`config.mk`:
```
export PLATFORM = sky130hd
export DESIGN_NAME = async_serial_port_autobaud
export DESIGN_NICKNAME = d
export VERILOG_FILES = /design/src/design/async_serial_port_autobaud.v /design/src/design/autobaud_meter.v /design/src/design/baud_gen.v
export VERILOG_INCLUDE_DIRS = /design/src /design/src/shared
export SDC_FILE = /design/constraint.sdc
export NUM_CORES = 1
export LEC_CHECK = 0
export ABC_AREA = 1
export BUFFER_PORTS_ARGS = -buffer_cell sky130_fd_sc_hd__buf_4
export CAP_MARGIN = 20
export CORE_MARGIN = 3
export CORE_UTILIZATION = 64
export DETAILED_ROUTE_END_ITERATION = 8
export PLACE_DENSITY = 0.86
export REMOVE_ABC_BUFFERS = 1
export SYNTH_ARGS = -nofsm -noshare
export SYNTH_HDL_FRONTEND = slang
export SYNTH_SLANG_ARGS = --single-unit
```
`constraint.sdc`:
```
create_clock -name mclk -period 4 [get_ports mclk]
set_input_delay 1 -clock mclk [delete_from_list [all_inputs] [get_ports mclk]]
set_output_delay 1 -clock mclk [all_outputs]
set_load 0.005 [all_outputs]
```
`src/shared/serial_consts.vh`:
```
// Register map, field positions and timing counts for the serial port
// Notes on behaviour
// - Bit rate is mclk over sixteen times a 14-bit divisor: 10 integer, 4 fraction bits.
// - Mode field: 00 shift register at mclk/12, 01 eight-bit, 10/11 nine-bit frames.
// - Control bit 5 enables multiprocessor filtering on the ninth received bit.
// - Control bit 4 enables the receiver; zero disables it.
// - Nine-bit modes send control bit 3 as the ninth data bit.
// - Nine-bit modes load control bit 2 with the ninth received bit.
// - Transmit flag bit 1 set at end of bit 8 (mode 0) or stop start.
// - Receive flag bit 0 set at end of bit 8 (mode 0) or mid stop.
// - Control bit 25 gates the transmit interrupt request.
// - Control bit 24 gates the receive interrupt request.
// - Control bit 23 reads one while a transmission is in progress.
// - Writing the data byte starts transmission; reading returns the last received byte.
// - Adaptation start bit 8 begins measurement; hardware clears it when finished.
// - Adaptation times a low pulse on the selected line and yields a divisor.
// - Configuration bit 6 switches the adaptation function on.
// - Selector bits 2:1 choose which of four receive lines is measured.
// - A finished measurement is held in a read-only 14-bit result field.
`ifndef SERIAL_CONSTS_VH
`define SERIAL_CONSTS_VH

`define LINE_CONTROL_OFS 32'h0000_0000
`define TX_RX_BYTE_OFS 32'h0000_0004
`define BAUD_ADAPT_CONFIG_OFS 32'h3000_0380
`define BAUD_ADAPT_RESULT_OFS 32'h3000_0384

`define CTL_TX_IE_BIT 25
`define CTL_RX_IE_BIT 24
`define CTL_BUSY_BIT 23
`define CTL_DIV_LSB 8
`define CTL_DIV_MSB 21
`define CTL_MODE_LSB 6
`define CTL_MODE_MSB 7
`define CTL_MPE_BIT 5
`define CTL_REN_BIT 4
`define CTL_TB8_BIT 3
`define CTL_RB8_BIT 2
`define CTL_TI_BIT 1
`define CTL_RI_BIT 0

`define CFG_START_BIT 8
`define CFG_ENABLE_BIT 6
`define CFG_SEL_LSB 1
`define CFG_SEL_MSB 2

`define MODE_SHIFT 2'h0
`define MODE_EIGHT 2'h1

`define RESET_DIVISOR 14'h0000
`define OVERSAMPLE 4'hf
`define OVERSAMPLE_HALF 4'h7
`define OVERSAMPLE_STEP 15'h0010
`define SHIFT_CLK_LAST 4'hb
`define SHIFT_CLK_HALF 4'h5

`endif

```
`src/design/async_serial_port_autobaud.v`:
```
// Serial port with shift, eight-bit and nine-bit modes and baud measurement
//
// Decided for this implementation: the plain strobed port.
`include "serial_consts.vh"

module async_serial_port_autobaud #(
    parameter DIV_W = 14
) (
    // Clock and reset
    input wire mclk,
    input wire rst_b,
    // Register port
    input wire [31:0] addr,
    input wire [31:0] wdata,
    input wire wr,
    input wire rd,
    output reg [31:0] rdata_q,
    // Serial pins
    output reg txd_q,
    input wire rxd_i,
    output reg rxd_o_q,
    output reg rxd_oe_q,
    // Receive lines watched by the baud measurement
    input wire [3:0] meter_rx,
    // Interrupt requests
    output reg tx_irq_q,
    output reg rx_irq_q
);

    localparam T_IDLE = 5'b00001;
    localparam T_START = 5'b00010;
    localparam T_DATA = 5'b00100;
    localparam T_STOP = 5'b01000;
    localparam T_SHIFT = 5'b10000;
    localparam R_IDLE = 4'b0001;
    localparam R_START = 4'b0010;
    localparam R_DATA = 4'b0100;
    localparam R_STOP = 4'b1000;

    // Register state
    reg tx_ie_q;
    reg rx_ie_q;
    reg [DIV_W-1:0] div_q;
    reg [1:0] mode_q;
    reg mpe_q;
    reg ren_q;
    reg tb8_q;
    reg rb8_q;
    reg ti_q;
    reg ri_q;
    reg [7:0] rx_byte_q;
    reg adapt_run_q;
    reg adapt_on_q;
    reg [1:0] rx_sel_q;

    // Engines
    reg [4:0] tst_q;
    reg [3:0] tsub_q;
    reg [3:0] tbit_q;
    reg [8:0] tshf_q;
    reg m0rx_q;
    reg [3:0] rst_q;
    reg [3:0] rsub_q;
    reg [3:0] rbit_q;
    reg [8:0] rshf_q;
    reg rxs1_q;
    reg rxs2_q;
    reg rxprev_q;

    reg ti_set;
    reg ri_set;
    reg rb8_set;
    reg [7:0] rx_byte_d;
    reg rb8_d;

    wire tick;
    wire meter_done;
    wire [DIV_W-1:0] meter_res;
    wire wr_ctl = wr && addr == `LINE_CONTROL_OFS;
    wire wr_dat = wr && addr == `TX_RX_BYTE_OFS;
    wire wr_cfg = wr && addr == `BAUD_ADAPT_CONFIG_OFS;
    wire shift_mode = mode_q == `MODE_SHIFT;
    wire nine = !shift_mode && mode_q != `MODE_EIGHT;
    wire [3:0] last_bit = nine ? 4'h8 : 4'h7;
    wire busy = tst_q != T_IDLE;
    wire meter_start = wr_cfg && wdata[`CFG_START_BIT] && wdata[`CFG_ENABLE_BIT]
        && !adapt_run_q;
    wire meter_abort = adapt_run_q && wr_cfg
        && !(wdata[`CFG_START_BIT] && wdata[`CFG_ENABLE_BIT]);

    baud_gen #(
        .DIV_W(DIV_W)
    ) u_baud (
        .mclk(mclk),
        .rst_b(rst_b),
        .divisor(div_q),
        .tick_q(tick)
    );

    autobaud_meter #(
        .RES_W(DIV_W)
    ) u_meter (
        .mclk(mclk),
        .rst_b(rst_b),
        .meter_rx(meter_rx),
        .line_sel(rx_sel_q),
        .start(meter_start),
        .abort(meter_abort),
        .done_q(meter_done),
        .result_q(meter_res)
    );

    // Transmit engine; in shift mode it also clocks reception
    always @(posedge mclk or negedge rst_b)
    begin
        if (!rst_b)
        begin
            tst_q <= T_IDLE;
            tsub_q <= 4'h0;
            tbit_q <= 4'h0;
            tshf_q <= 9'h000;
            m0rx_q <= 1'b0;
            txd_q <= 1'b1;
            rxd_o_q <= 1'b1;
            rxd_oe_q <= 1'b0;
        end
        else
        begin
            case (tst_q)
                T_IDLE:
                begin
                    txd_q <= 1'b1;
                    rxd_oe_q <= 1'b0;
                    tsub_q <= 4'h0;
                    tbit_q <= 4'h0;
                    if (wr_dat)
                    begin
                        tshf_q <= {tb8_q, wdata[7:0]};
                        m0rx_q <= 1'b0;
                        if (shift_mode)
                        begin
                            tst_q <= T_SHIFT;
                            txd_q <= 1'b0;
                            rxd_o_q <= wdata[0];
                            rxd_oe_q <= 1'b1;
                        end
                        else
                        begin
                            tst_q <= T_START;
                            txd_q <= 1'b0;
                        end
                    end
                    else if (shift_mode && ren_q && !ri_q)
                    begin
                        tst_q <= T_SHIFT;
                        m0rx_q <= 1'b1;
                        txd_q <= 1'b0;
                    end
                end
                T_SHIFT:
                begin
                    tsub_q <= tsub_q + 4'h1;
                    // Clock low for six cycles, high for six: mclk over twelve
                    if (tsub_q == `SHIFT_CLK_HALF)
                    begin
                        txd_q <= 1'b1;
                        if (m0rx_q)
                            tshf_q[7:0] <= {rxs2_q, tshf_q[7:1]};
                    end
                    if (tsub_q == `SHIFT_CLK_LAST)
                    begin
                        tsub_q <= 4'h0;
                        tbit_q <= tbit_q + 4'h1;
                        if (!m0rx_q)
                            tshf_q[7:0] <= {1'b0, tshf_q[7:1]};
                        rxd_o_q <= tshf_q[1];
                        if (tbit_q == 4'h7)
                        begin
                            tst_q <= T_IDLE;
                            txd_q <= 1'b1;
                            rxd_oe_q <= 1'b0;
                        end
                        else
                            txd_q <= 1'b0;
                    end
                end
                T_START, T_DATA, T_STOP:
                begin
                    if (tick)
                    begin
                        tsub_q <= tsub_q + 4'h1;
                        if (tsub_q == `OVERSAMPLE)
                        begin
                            if (tst_q == T_START)
                            begin
                                tst_q <= T_DATA;
                                txd_q <= tshf_q[0];
                            end
                            else if (tst_q == T_DATA)
                            begin
                                tshf_q <= {1'b0, tshf_q[8:1]};
                                tbit_q <= tbit_q + 4'h1;
                                if (tbit_q == last_bit)
                                begin
                                    tst_q <= T_STOP;
                                    txd_q <= 1'b1;
                                end
                                else
                                    txd_q <= tshf_q[1];
                            end
                            else
                                tst_q <= T_IDLE;
                        end
                    end
                end
                default:
                    tst_q <= T_IDLE;
            endcase
        end
    end

    // Receive engine for framed modes
    always @(posedge mclk or negedge rst_b)
    begin
        if (!rst_b)
        begin
            rxs1_q <= 1'b1;
            rxs2_q <= 1'b1;
            rxprev_q <= 1'b1;
            rst_q <= R_IDLE;
            rsub_q <= 4'h0;
            rbit_q <= 4'h0;
            rshf_q <= 9'h000;
        end
        else
        begin
            rxs1_q <= rxd_i;
            rxs2_q <= rxs1_q;
            rxprev_q <= rxs2_q;
            if (!ren_q || shift_mode)
                rst_q <= R_IDLE;
            else
            begin
                case (rst_q)
                    R_IDLE:
                    begin
                        rsub_q <= 4'h0;
                        rbit_q <= 4'h0;
                        if (rxprev_q && !rxs2_q)
                            rst_q <= R_START;
                    end
                    R_START, R_DATA, R_STOP:
                    begin
                        if (tick)
                        begin
                            rsub_q <= rsub_q + 4'h1;
                            // A start bit gone high by mid bit was a glitch
                            if (rst_q == R_START && rsub_q == `OVERSAMPLE_HALF)
                            begin
                                rsub_q <= 4'h0;
                                rst_q <= rxs2_q ? R_IDLE : R_DATA;
                            end
                            else if (rst_q == R_DATA && rsub_q == `OVERSAMPLE)
                            begin
                                rshf_q <= {rxs2_q, rshf_q[8:1]};
                                rbit_q <= rbit_q + 4'h1;
                                if (rbit_q == last_bit)
                                    rst_q <= R_STOP;
                            end
                            else if (rst_q == R_STOP && rsub_q == `OVERSAMPLE)
                                rst_q <= R_IDLE;
                        end
                    end
                    default:
                        rst_q <= R_IDLE;
                endcase
            end
        end
    end

    // Hardware events for the flags
    always @*
    begin
        ti_set = 1'b0;
        ri_set = 1'b0;
        rb8_set = 1'b0;
        rx_byte_d = nine ? rshf_q[7:0] : rshf_q[8:1];
        rb8_d = rshf_q[8];
        if (tst_q == T_SHIFT && tsub_q == `SHIFT_CLK_LAST && tbit_q == 4'h7)
        begin
            ti_set = !m0rx_q;
            ri_set = m0rx_q;
            rx_byte_d = tshf_q[7:0];
        end
        if (tst_q == T_DATA && tick && tsub_q == `OVERSAMPLE && tbit_q == last_bit)
            ti_set = 1'b1;
        if (rst_q == R_STOP && ren_q && !shift_mode && tick && rsub_q == `OVERSAMPLE)
        begin
            // Address filter: nine-bit data frames dropped while multiprocessor mode is on
            ri_set = rxs2_q && !(mpe_q && nine && !rshf_q[8]);
            rb8_set = ri_set && nine;
        end
    end

    // Register file
    always @(posedge mclk or negedge rst_b)
    begin
        if (!rst_b)
        begin
            tx_ie_q <= 1'b0;
            rx_ie_q <= 1'b0;
            div_q <= `RESET_DIVISOR;
            mode_q <= `MODE_SHIFT;
            mpe_q <= 1'b0;
            ren_q <= 1'b0;
            tb8_q <= 1'b0;
            rb8_q <= 1'b0;
            ti_q <= 1'b0;
            ri_q <= 1'b0;
            rx_byte_q <= 8'h00;
            adapt_run_q <= 1'b0;
            adapt_on_q <= 1'b0;
            rx_sel_q <= 2'h0;
            rdata_q <= 32'h0000_0000;
            tx_irq_q <= 1'b0;
            rx_irq_q <= 1'b0;
        end
        else
        begin
            if (wr_ctl)
            begin
                tx_ie_q <= wdata[`CTL_TX_IE_BIT];
                rx_ie_q <= wdata[`CTL_RX_IE_BIT];
                div_q <= wdata[`CTL_DIV_MSB:`CTL_DIV_LSB];
                mode_q <= wdata[`CTL_MODE_MSB:`CTL_MODE_LSB];
                mpe_q <= wdata[`CTL_MPE_BIT];
                ren_q <= wdata[`CTL_REN_BIT];
                tb8_q <= wdata[`CTL_TB8_BIT];
            end
            // Set wins over a clearing write in the same cycle
            if (rb8_set)
                rb8_q <= rb8_d;
            else if (wr_ctl)
                rb8_q <= wdata[`CTL_RB8_BIT];
            if (ti_set)
                ti_q <= 1'b1;
            else if (wr_ctl)
                ti_q <= wdata[`CTL_TI_BIT];
            if (ri_set)
            begin
                ri_q <= 1'b1;
                rx_byte_q <= rx_byte_d;
            end
            else if (wr_ctl)
                ri_q <= wdata[`CTL_RI_BIT];
            if (wr_cfg)
            begin
                adapt_on_q <= wdata[`CFG_ENABLE_BIT];
                rx_sel_q <= wdata[`CFG_SEL_MSB:`CFG_SEL_LSB];
            end
            if (meter_done)
                adapt_run_q <= 1'b0;
            else if (wr_cfg)
                adapt_run_q <= wdata[`CFG_START_BIT] && wdata[`CFG_ENABLE_BIT];
            tx_irq_q <= ti_q && tx_ie_q;
            rx_irq_q <= ri_q && rx_ie_q;
            rdata_q <= 32'h0000_0000;
            if (rd)
            begin
                case (addr)
                    `LINE_CONTROL_OFS:
                        rdata_q <= {6'h00, tx_ie_q, rx_ie_q, busy, 1'b0, div_q,
                            mode_q, mpe_q, ren_q, tb8_q, rb8_q, ti_q, ri_q};
                    `TX_RX_BYTE_OFS:
                        rdata_q <= {24'h00_0000, rx_byte_q};
                    `BAUD_ADAPT_CONFIG_OFS:
                        rdata_q <= {23'h00_0000, adapt_run_q, 1'b0, adapt_on_q, 3'h0,
                            rx_sel_q, 1'b0};
                    `BAUD_ADAPT_RESULT_OFS:
                        rdata_q <= {18'h0_0000, meter_res};
                    default:
                        rdata_q <= 32'h0000_0000;
                endcase
            end
        end
    end

endmodule

```
`src/design/autobaud_meter.v`:
```
// Times one low pulse on a selected receive line to yield a divisor
`include "serial_consts.vh"

module autobaud_meter #(
    parameter RES_W = 14
) (
    // Clock and reset
    input wire mclk,
    input wire rst_b,
    // Receive lines of the four ports, asynchronous
    input wire [3:0] meter_rx,
    input wire [1:0] line_sel,
    // Control
    input wire start,
    input wire abort,
    // Outcome
    output reg done_q,
    output reg [RES_W-1:0] result_q
);

    localparam M_IDLE = 4'b0001;
    localparam M_WAIT_HIGH = 4'b0010;
    localparam M_WAIT_LOW = 4'b0100;
    localparam M_COUNT = 4'b1000;

    reg [3:0] sync1_q;
    reg [3:0] sync2_q;
    reg [3:0] state_q;
    reg [RES_W-1:0] cnt_q;
    wire line;

    assign line = sync2_q[line_sel];

    always @(posedge mclk or negedge rst_b)
    begin
        if (!rst_b)
        begin
            sync1_q <= 4'hf;
            sync2_q <= 4'hf;
            state_q <= M_IDLE;
            cnt_q <= {RES_W{1'b0}};
            done_q <= 1'b0;
            result_q <= {RES_W{1'b0}};
        end
        else
        begin
            sync1_q <= meter_rx;
            sync2_q <= sync1_q;
            done_q <= 1'b0;
            if (abort)
                state_q <= M_IDLE;
            else
            begin
                case (state_q)
                    M_IDLE:
                    begin
                        if (start)
                            state_q <= M_WAIT_HIGH;
                    end
                    // Never time a pulse that was already under way
                    M_WAIT_HIGH:
                    begin
                        if (line)
                            state_q <= M_WAIT_LOW;
                    end
                    M_WAIT_LOW:
                    begin
                        cnt_q <= {{(RES_W-1){1'b0}}, 1'b1};
                        if (!line)
                            state_q <= M_COUNT;
                    end
                    M_COUNT:
                    begin
                        if (line)
                        begin
                            result_q <= cnt_q;
                            done_q <= 1'b1;
                            state_q <= M_IDLE;
                        end
                        else if (cnt_q != {RES_W{1'b1}})
                            cnt_q <= cnt_q + {{(RES_W-1){1'b0}}, 1'b1};
                    end
                    default:
                        state_q <= M_IDLE;
                endcase
            end
        end
    end

endmodule

```
`src/design/baud_gen.v`:
```
// Fractional divider giving the sixteen-times oversampling tick
`include "serial_consts.vh"

module baud_gen #(
    parameter DIV_W = 14
) (
    // Clock and reset
    input wire mclk,
    input wire rst_b,
    // Divisor in sixteenths of a clock
    input wire [DIV_W-1:0] divisor,
    // Oversampling tick
    output reg tick_q
);

    reg [DIV_W:0] acc_q;
    reg [DIV_W:0] acc_d;
    reg [DIV_W:0] div_eff;
    reg [DIV_W:0] sum;
    reg tick_d;

    // Divisors below one clock would let the accumulator run away
    always @*
    begin
        div_eff = {1'b0, divisor};
        if (div_eff < `OVERSAMPLE_STEP)
            div_eff = `OVERSAMPLE_STEP;
        sum = acc_q + `OVERSAMPLE_STEP;
        acc_d = sum;
        tick_d = 1'b0;
        if (divisor != `RESET_DIVISOR && sum >= div_eff)
        begin
            acc_d = sum - div_eff;
            tick_d = 1'b1;
        end
        if (divisor == `RESET_DIVISOR)
            acc_d = {(DIV_W+1){1'b0}};
    end

    always @(posedge mclk or negedge rst_b)
    begin
        if (!rst_b)
        begin
            acc_q <= {(DIV_W+1){1'b0}};
            tick_q <= 1'b0;
        end
        else
        begin
            acc_q <= acc_d;
            tick_q <= tick_d;
        end
    end

endmodule

```
==> impl_metrics.csv <==
group,metric,value,unit
outcome,status,"complete, no violations",
final_layout,layout_commonest_cell,"nand2_1",
critical_path,cp_num_buf_inv,2,
timing,setup_tns,0,ns
clock_network,ctsRootBufferMaster,"clkbuf_16",
routing,wl_per_cell,14.7,um
placed_design,pre_cts_slack,0.989,ns
clock_network,clockBufferDepth,2,
timing,period_minus_slack,3.20,ns
routing,drtPass1Iterations,6,
critical_path,worst-path-stages,16,
logic_synthesis,yosysWarnings,0,
critical_path,slowest_delay,0.46,ns
placed_design,port-buffer-count,94,
final_layout,finalNonFillerCells,1478,
routing,vias,8254,
critical_path,crit_family,"simple AND/OR/NAND/NOR gates",
hold_path,holdPathEnd,"u_meter.sync2_q[3]$_DFF_PN1_",
critical_path,rr_worst_depth,16,
hold_path,hold_path.class,"flop to flop",
grt,grt_most_used_layer,"met2",
logic_synthesis,synth.top_cell.area_share,41.6,%
grt,antenna_found_initial,0,
timing,hold_violations,0,
final_layout,drive_gt1_share,14.4,%
pwr,power.density,329,nW/um^2
grt,grt_max_degree,81,
clock_network,clk_pin_slew,0.07,ns
pwr,ir_drop,327,uV
floorplan,top_level_ports,110,
floorplan,rows,43,
clock_network,htree_levels,4,
run,drv_cap,0,
logic_synthesis,ys_ff_latch,170,
logic_synthesis,ys_top_cells_by_area,"dfrtp_1 (42%), nand2_1 (12%), inv_1 (6.2%), o21ai_0 (5.4%), nand3_1 (4.8%)",
floorplan,core_area,14000,sq um
grt,met1_usage,37.8,%
timing,setup_viol,0,
final_layout,final_cell_mix,"nand2_1 (301), dfrtp_1 (154), inv_1 (153), nor2_1 (116), o21ai_0 (100)",
logic_synthesis,yosysTopAreaCell,"dfrtp_1",
clock_network,cts_tree,"done",
placed_design,dpl-instance-area,10100,sq um
grt,grtUsageTotal,27.7,%
floorplan,die_h,126,um
grt,grt_pass1_wl,36400,um
final_layout,antenna_cells,0,
routing,viasPerCell,5.58,
critical_path,crit-reg2reg-capture,"u_baud.acc_q[10]$_DFF_PN0_",
critical_path,cpMostUsedCell,"nand2_1",
final_layout,fin_nets,1380,
clock_network,cts_inserted_buffers,17,
critical_path,timing.rr.start,"div_q[8]$_DFFE_PN0P_",
logic_synthesis,ys_types,54,
clock_network,cts_num_sinks,170,
critical_path,required,4.33,ns
critical_path,critical_path_class,"flop to flop",
logic_synthesis,synth_seq_area_share,46.1,%
critical_path,worst_setup_path_end_kind,"flop",
final_layout,finalInstanceArea,10700,sq um
timing,rsz0062_at_grt,"false",
grt,grtUsageMet2,44.9,%
clock_network,cts_setup_buffers,0,
critical_path,startpoint_type,"flop",
clock_network,clk_latency,0.43,ns
pwr,p_total,3.51,mW
timing,fin_ws,0.796,ns
routing,ant_nets,0,
routing,drt_iter0_drc,873,
grt,grtUsageMet3,6.02,%
logic_synthesis,syn_area_per_cell,7.78,sq um
clock_network,hold_buffers,0,
floorplan,dieArea,16000,sq um
grt,grt_pass1_vias,7881,
floorplan,start_util,66.0,%
timing,fin_worst_skew,0.00858,ns
timing,slew_headroom,54.4,%
final_layout,syn2layout_area_growth,14.9,%
timing,worst_slew_pin_slew,0.684,ns
logic_synthesis,syn_area,9270,sq um
routing,wl,21700,um
logic_synthesis,synthArstFlopShare,100,%
grt,grt-ovfl-total,0,
placed_design,dp.final_hpwl,15800,um
clock_network,cts-resized-gates,0,
placed_design,gp_congestion,0.942,
logic_synthesis,syn_inst,1191,
critical_path,regToRegSetupSlack,0.80,ns
hold_path,holdPathStages,0,
timing,min_period_over_period,80.1,%
logic_synthesis,synthFlopType,"dfrtp_1",
routing,drc_errors,0,
pwr,leakagePower,5.33,nW
critical_path,crit_slowest_cell,"o21ai_0",
floorplan,die_x,126,um
timing,slew_viol_final,0,
logic_synthesis,synth_edf_count,0,
critical_path,cp_max_fo,5,
placed_design,dp_cells,1446,
timing,fmax,0.312,GHz
hold_path,min_from,"u_meter.sync1_q[3]$_DFF_PN1_",
critical_path,cp.arrival,3.53,ns
critical_path,cp_cell_sequence,"nor2_1 -> nand4_1 -> nor2_1 -> nor2_1 -> ha_1 -> fa_1 -> o21ai_0 -> inv_1 -> o21bai_1 -> nand2_1 -> nand2_1 -> nand2_1 -> nand3_1 -> nand2_1 -> nand2_1 -> inv_1",
-- stage by stage --
stage	hold WS [ns]	util, %
CTS	0.357	75.8
detailed placement	0.347	71.8
finish	0.357	75.8
global placement	0.346	71.8
floorplan	0.345	-
global route	0.358	75.8
-- worst reg2reg max path, delay by kind of cell (launching register included) --
kind                     cells  cell delay, ns
AND/OR/NAND/NOR             10            1.17
AO/OA/AOI/OAI                2            0.74
adder cells (fa/ha/maj)      2            0.64
flip-flops                   1            0.38
buffers and inverters        2            0.16
-- final cells by class --
cell class	count	area, sq um
clock buffers	18	439
clock inverters	14	135
fillers	1042	3390
inverters	164	616
multi-input cells	833	4200
flip-flops and latches	170	4270
well taps	180	225
repair buffers	99	759
-- power breakdown --
part	leakage [nW]	switching (mW)	total, mW	internal [mW]
Clock	0.270	0.730	1.62	0.886
Sequential	2.12	0.00559	1.74	1.74
Combinational	2.93	0.0884	0.150	0.0611
-- cell usage after synthesis (2+ instances only) --
master and number:
nor3_1 18, nand3b_1 2, o21ai_0 100, xor2_1 24, inv_1 153, nand3_1 89, nand2_1 301, dfstp_2 16
a21o_1 2, o21ai_1 28, dfrtp_1 154, clkbuf_1 7, ha_1 21, o22ai_1 6, o211ai_1 4, nor3_2 3
clkbuf_8 2, inv_2 8, buf_4 10, buf_6 3, nor2_1 116, nor4_4 2, o21ai_2 2, or2_1 3
nor2_4 5, nand2_2 9, nor3b_1 2, nand3_2 2, a21boi_0 3, a32oi_1 5, nor4_1 4, clkinv_1 3
buf_2 7, nand4_1 25, a21oi_1 22, nor2_2 6, a31oi_1 3, xnor2_1 4, o31ai_1 2
-- kinds of logic (layout without fill, tap and decap cells) --
kind of cell / after synthesis / after routing / share of synthesized area [%]
AND/OR/NAND/NOR: 592 / 592 / 28.4
other: 1 / 7 / 0.0404
AO/OA/AOI/OAI: 182 / 182 / 10.7
XOR/XNOR: 28 / 28 / 2.65
buffers and inverters: 194 / 295 / 8.83
adder cells (fa/ha/maj): 22 / 22 / 3.05
multiplexers: 2 / 2 / 0.229
flip-flops: 170 / 170 / 46.1
-- state kept, by name, indices dropped and copies added, names as in the netlist, 5 cells and up --
register and count:
tst_q 5, u_meter.result_q 14, tshf_q 9, rdata_q 25, rx_byte_q 8, u_baud.acc_q 15
u_meter.cnt_q 14, div_q 14, rshf_q 9
-- worst max-delay path by stage --
stage | startpoint | to | slack, ns
global placement | div_q[8]$_DFFE_PN0P_ | u_baud.acc_q[10]$_DFF_PN0_ | 1.03
CTS | div_q[8]$_DFFE_PN0P_ | u_baud.acc_q[10]$_DFF_PN0_ | 0.89
detailed placement | div_q[8]$_DFFE_PN0P_ | u_baud.acc_q[10]$_DFF_PN0_ | 0.99
finish | div_q[8]$_DFFE_PN0P_ | u_baud.acc_q[10]$_DFF_PN0_ | 0.80
global route | u_baud.acc_q[4]$_DFF_PN0_ | u_baud.acc_q[3]$_DFFE_PN0P_ | 0.67
floorplan | addr[12] | div_q[0]$_DFFE_PN0P_ | 1.45
-- metal layers --
metal | wire length, um | share of wire, %
met1 | 9480 | 44
met2 | 10400 | 48
met3 | 1390 | 6.4
met4 | 422 | 1.9
met5 | 0 | 0
(Power assumes the default switching activity.)
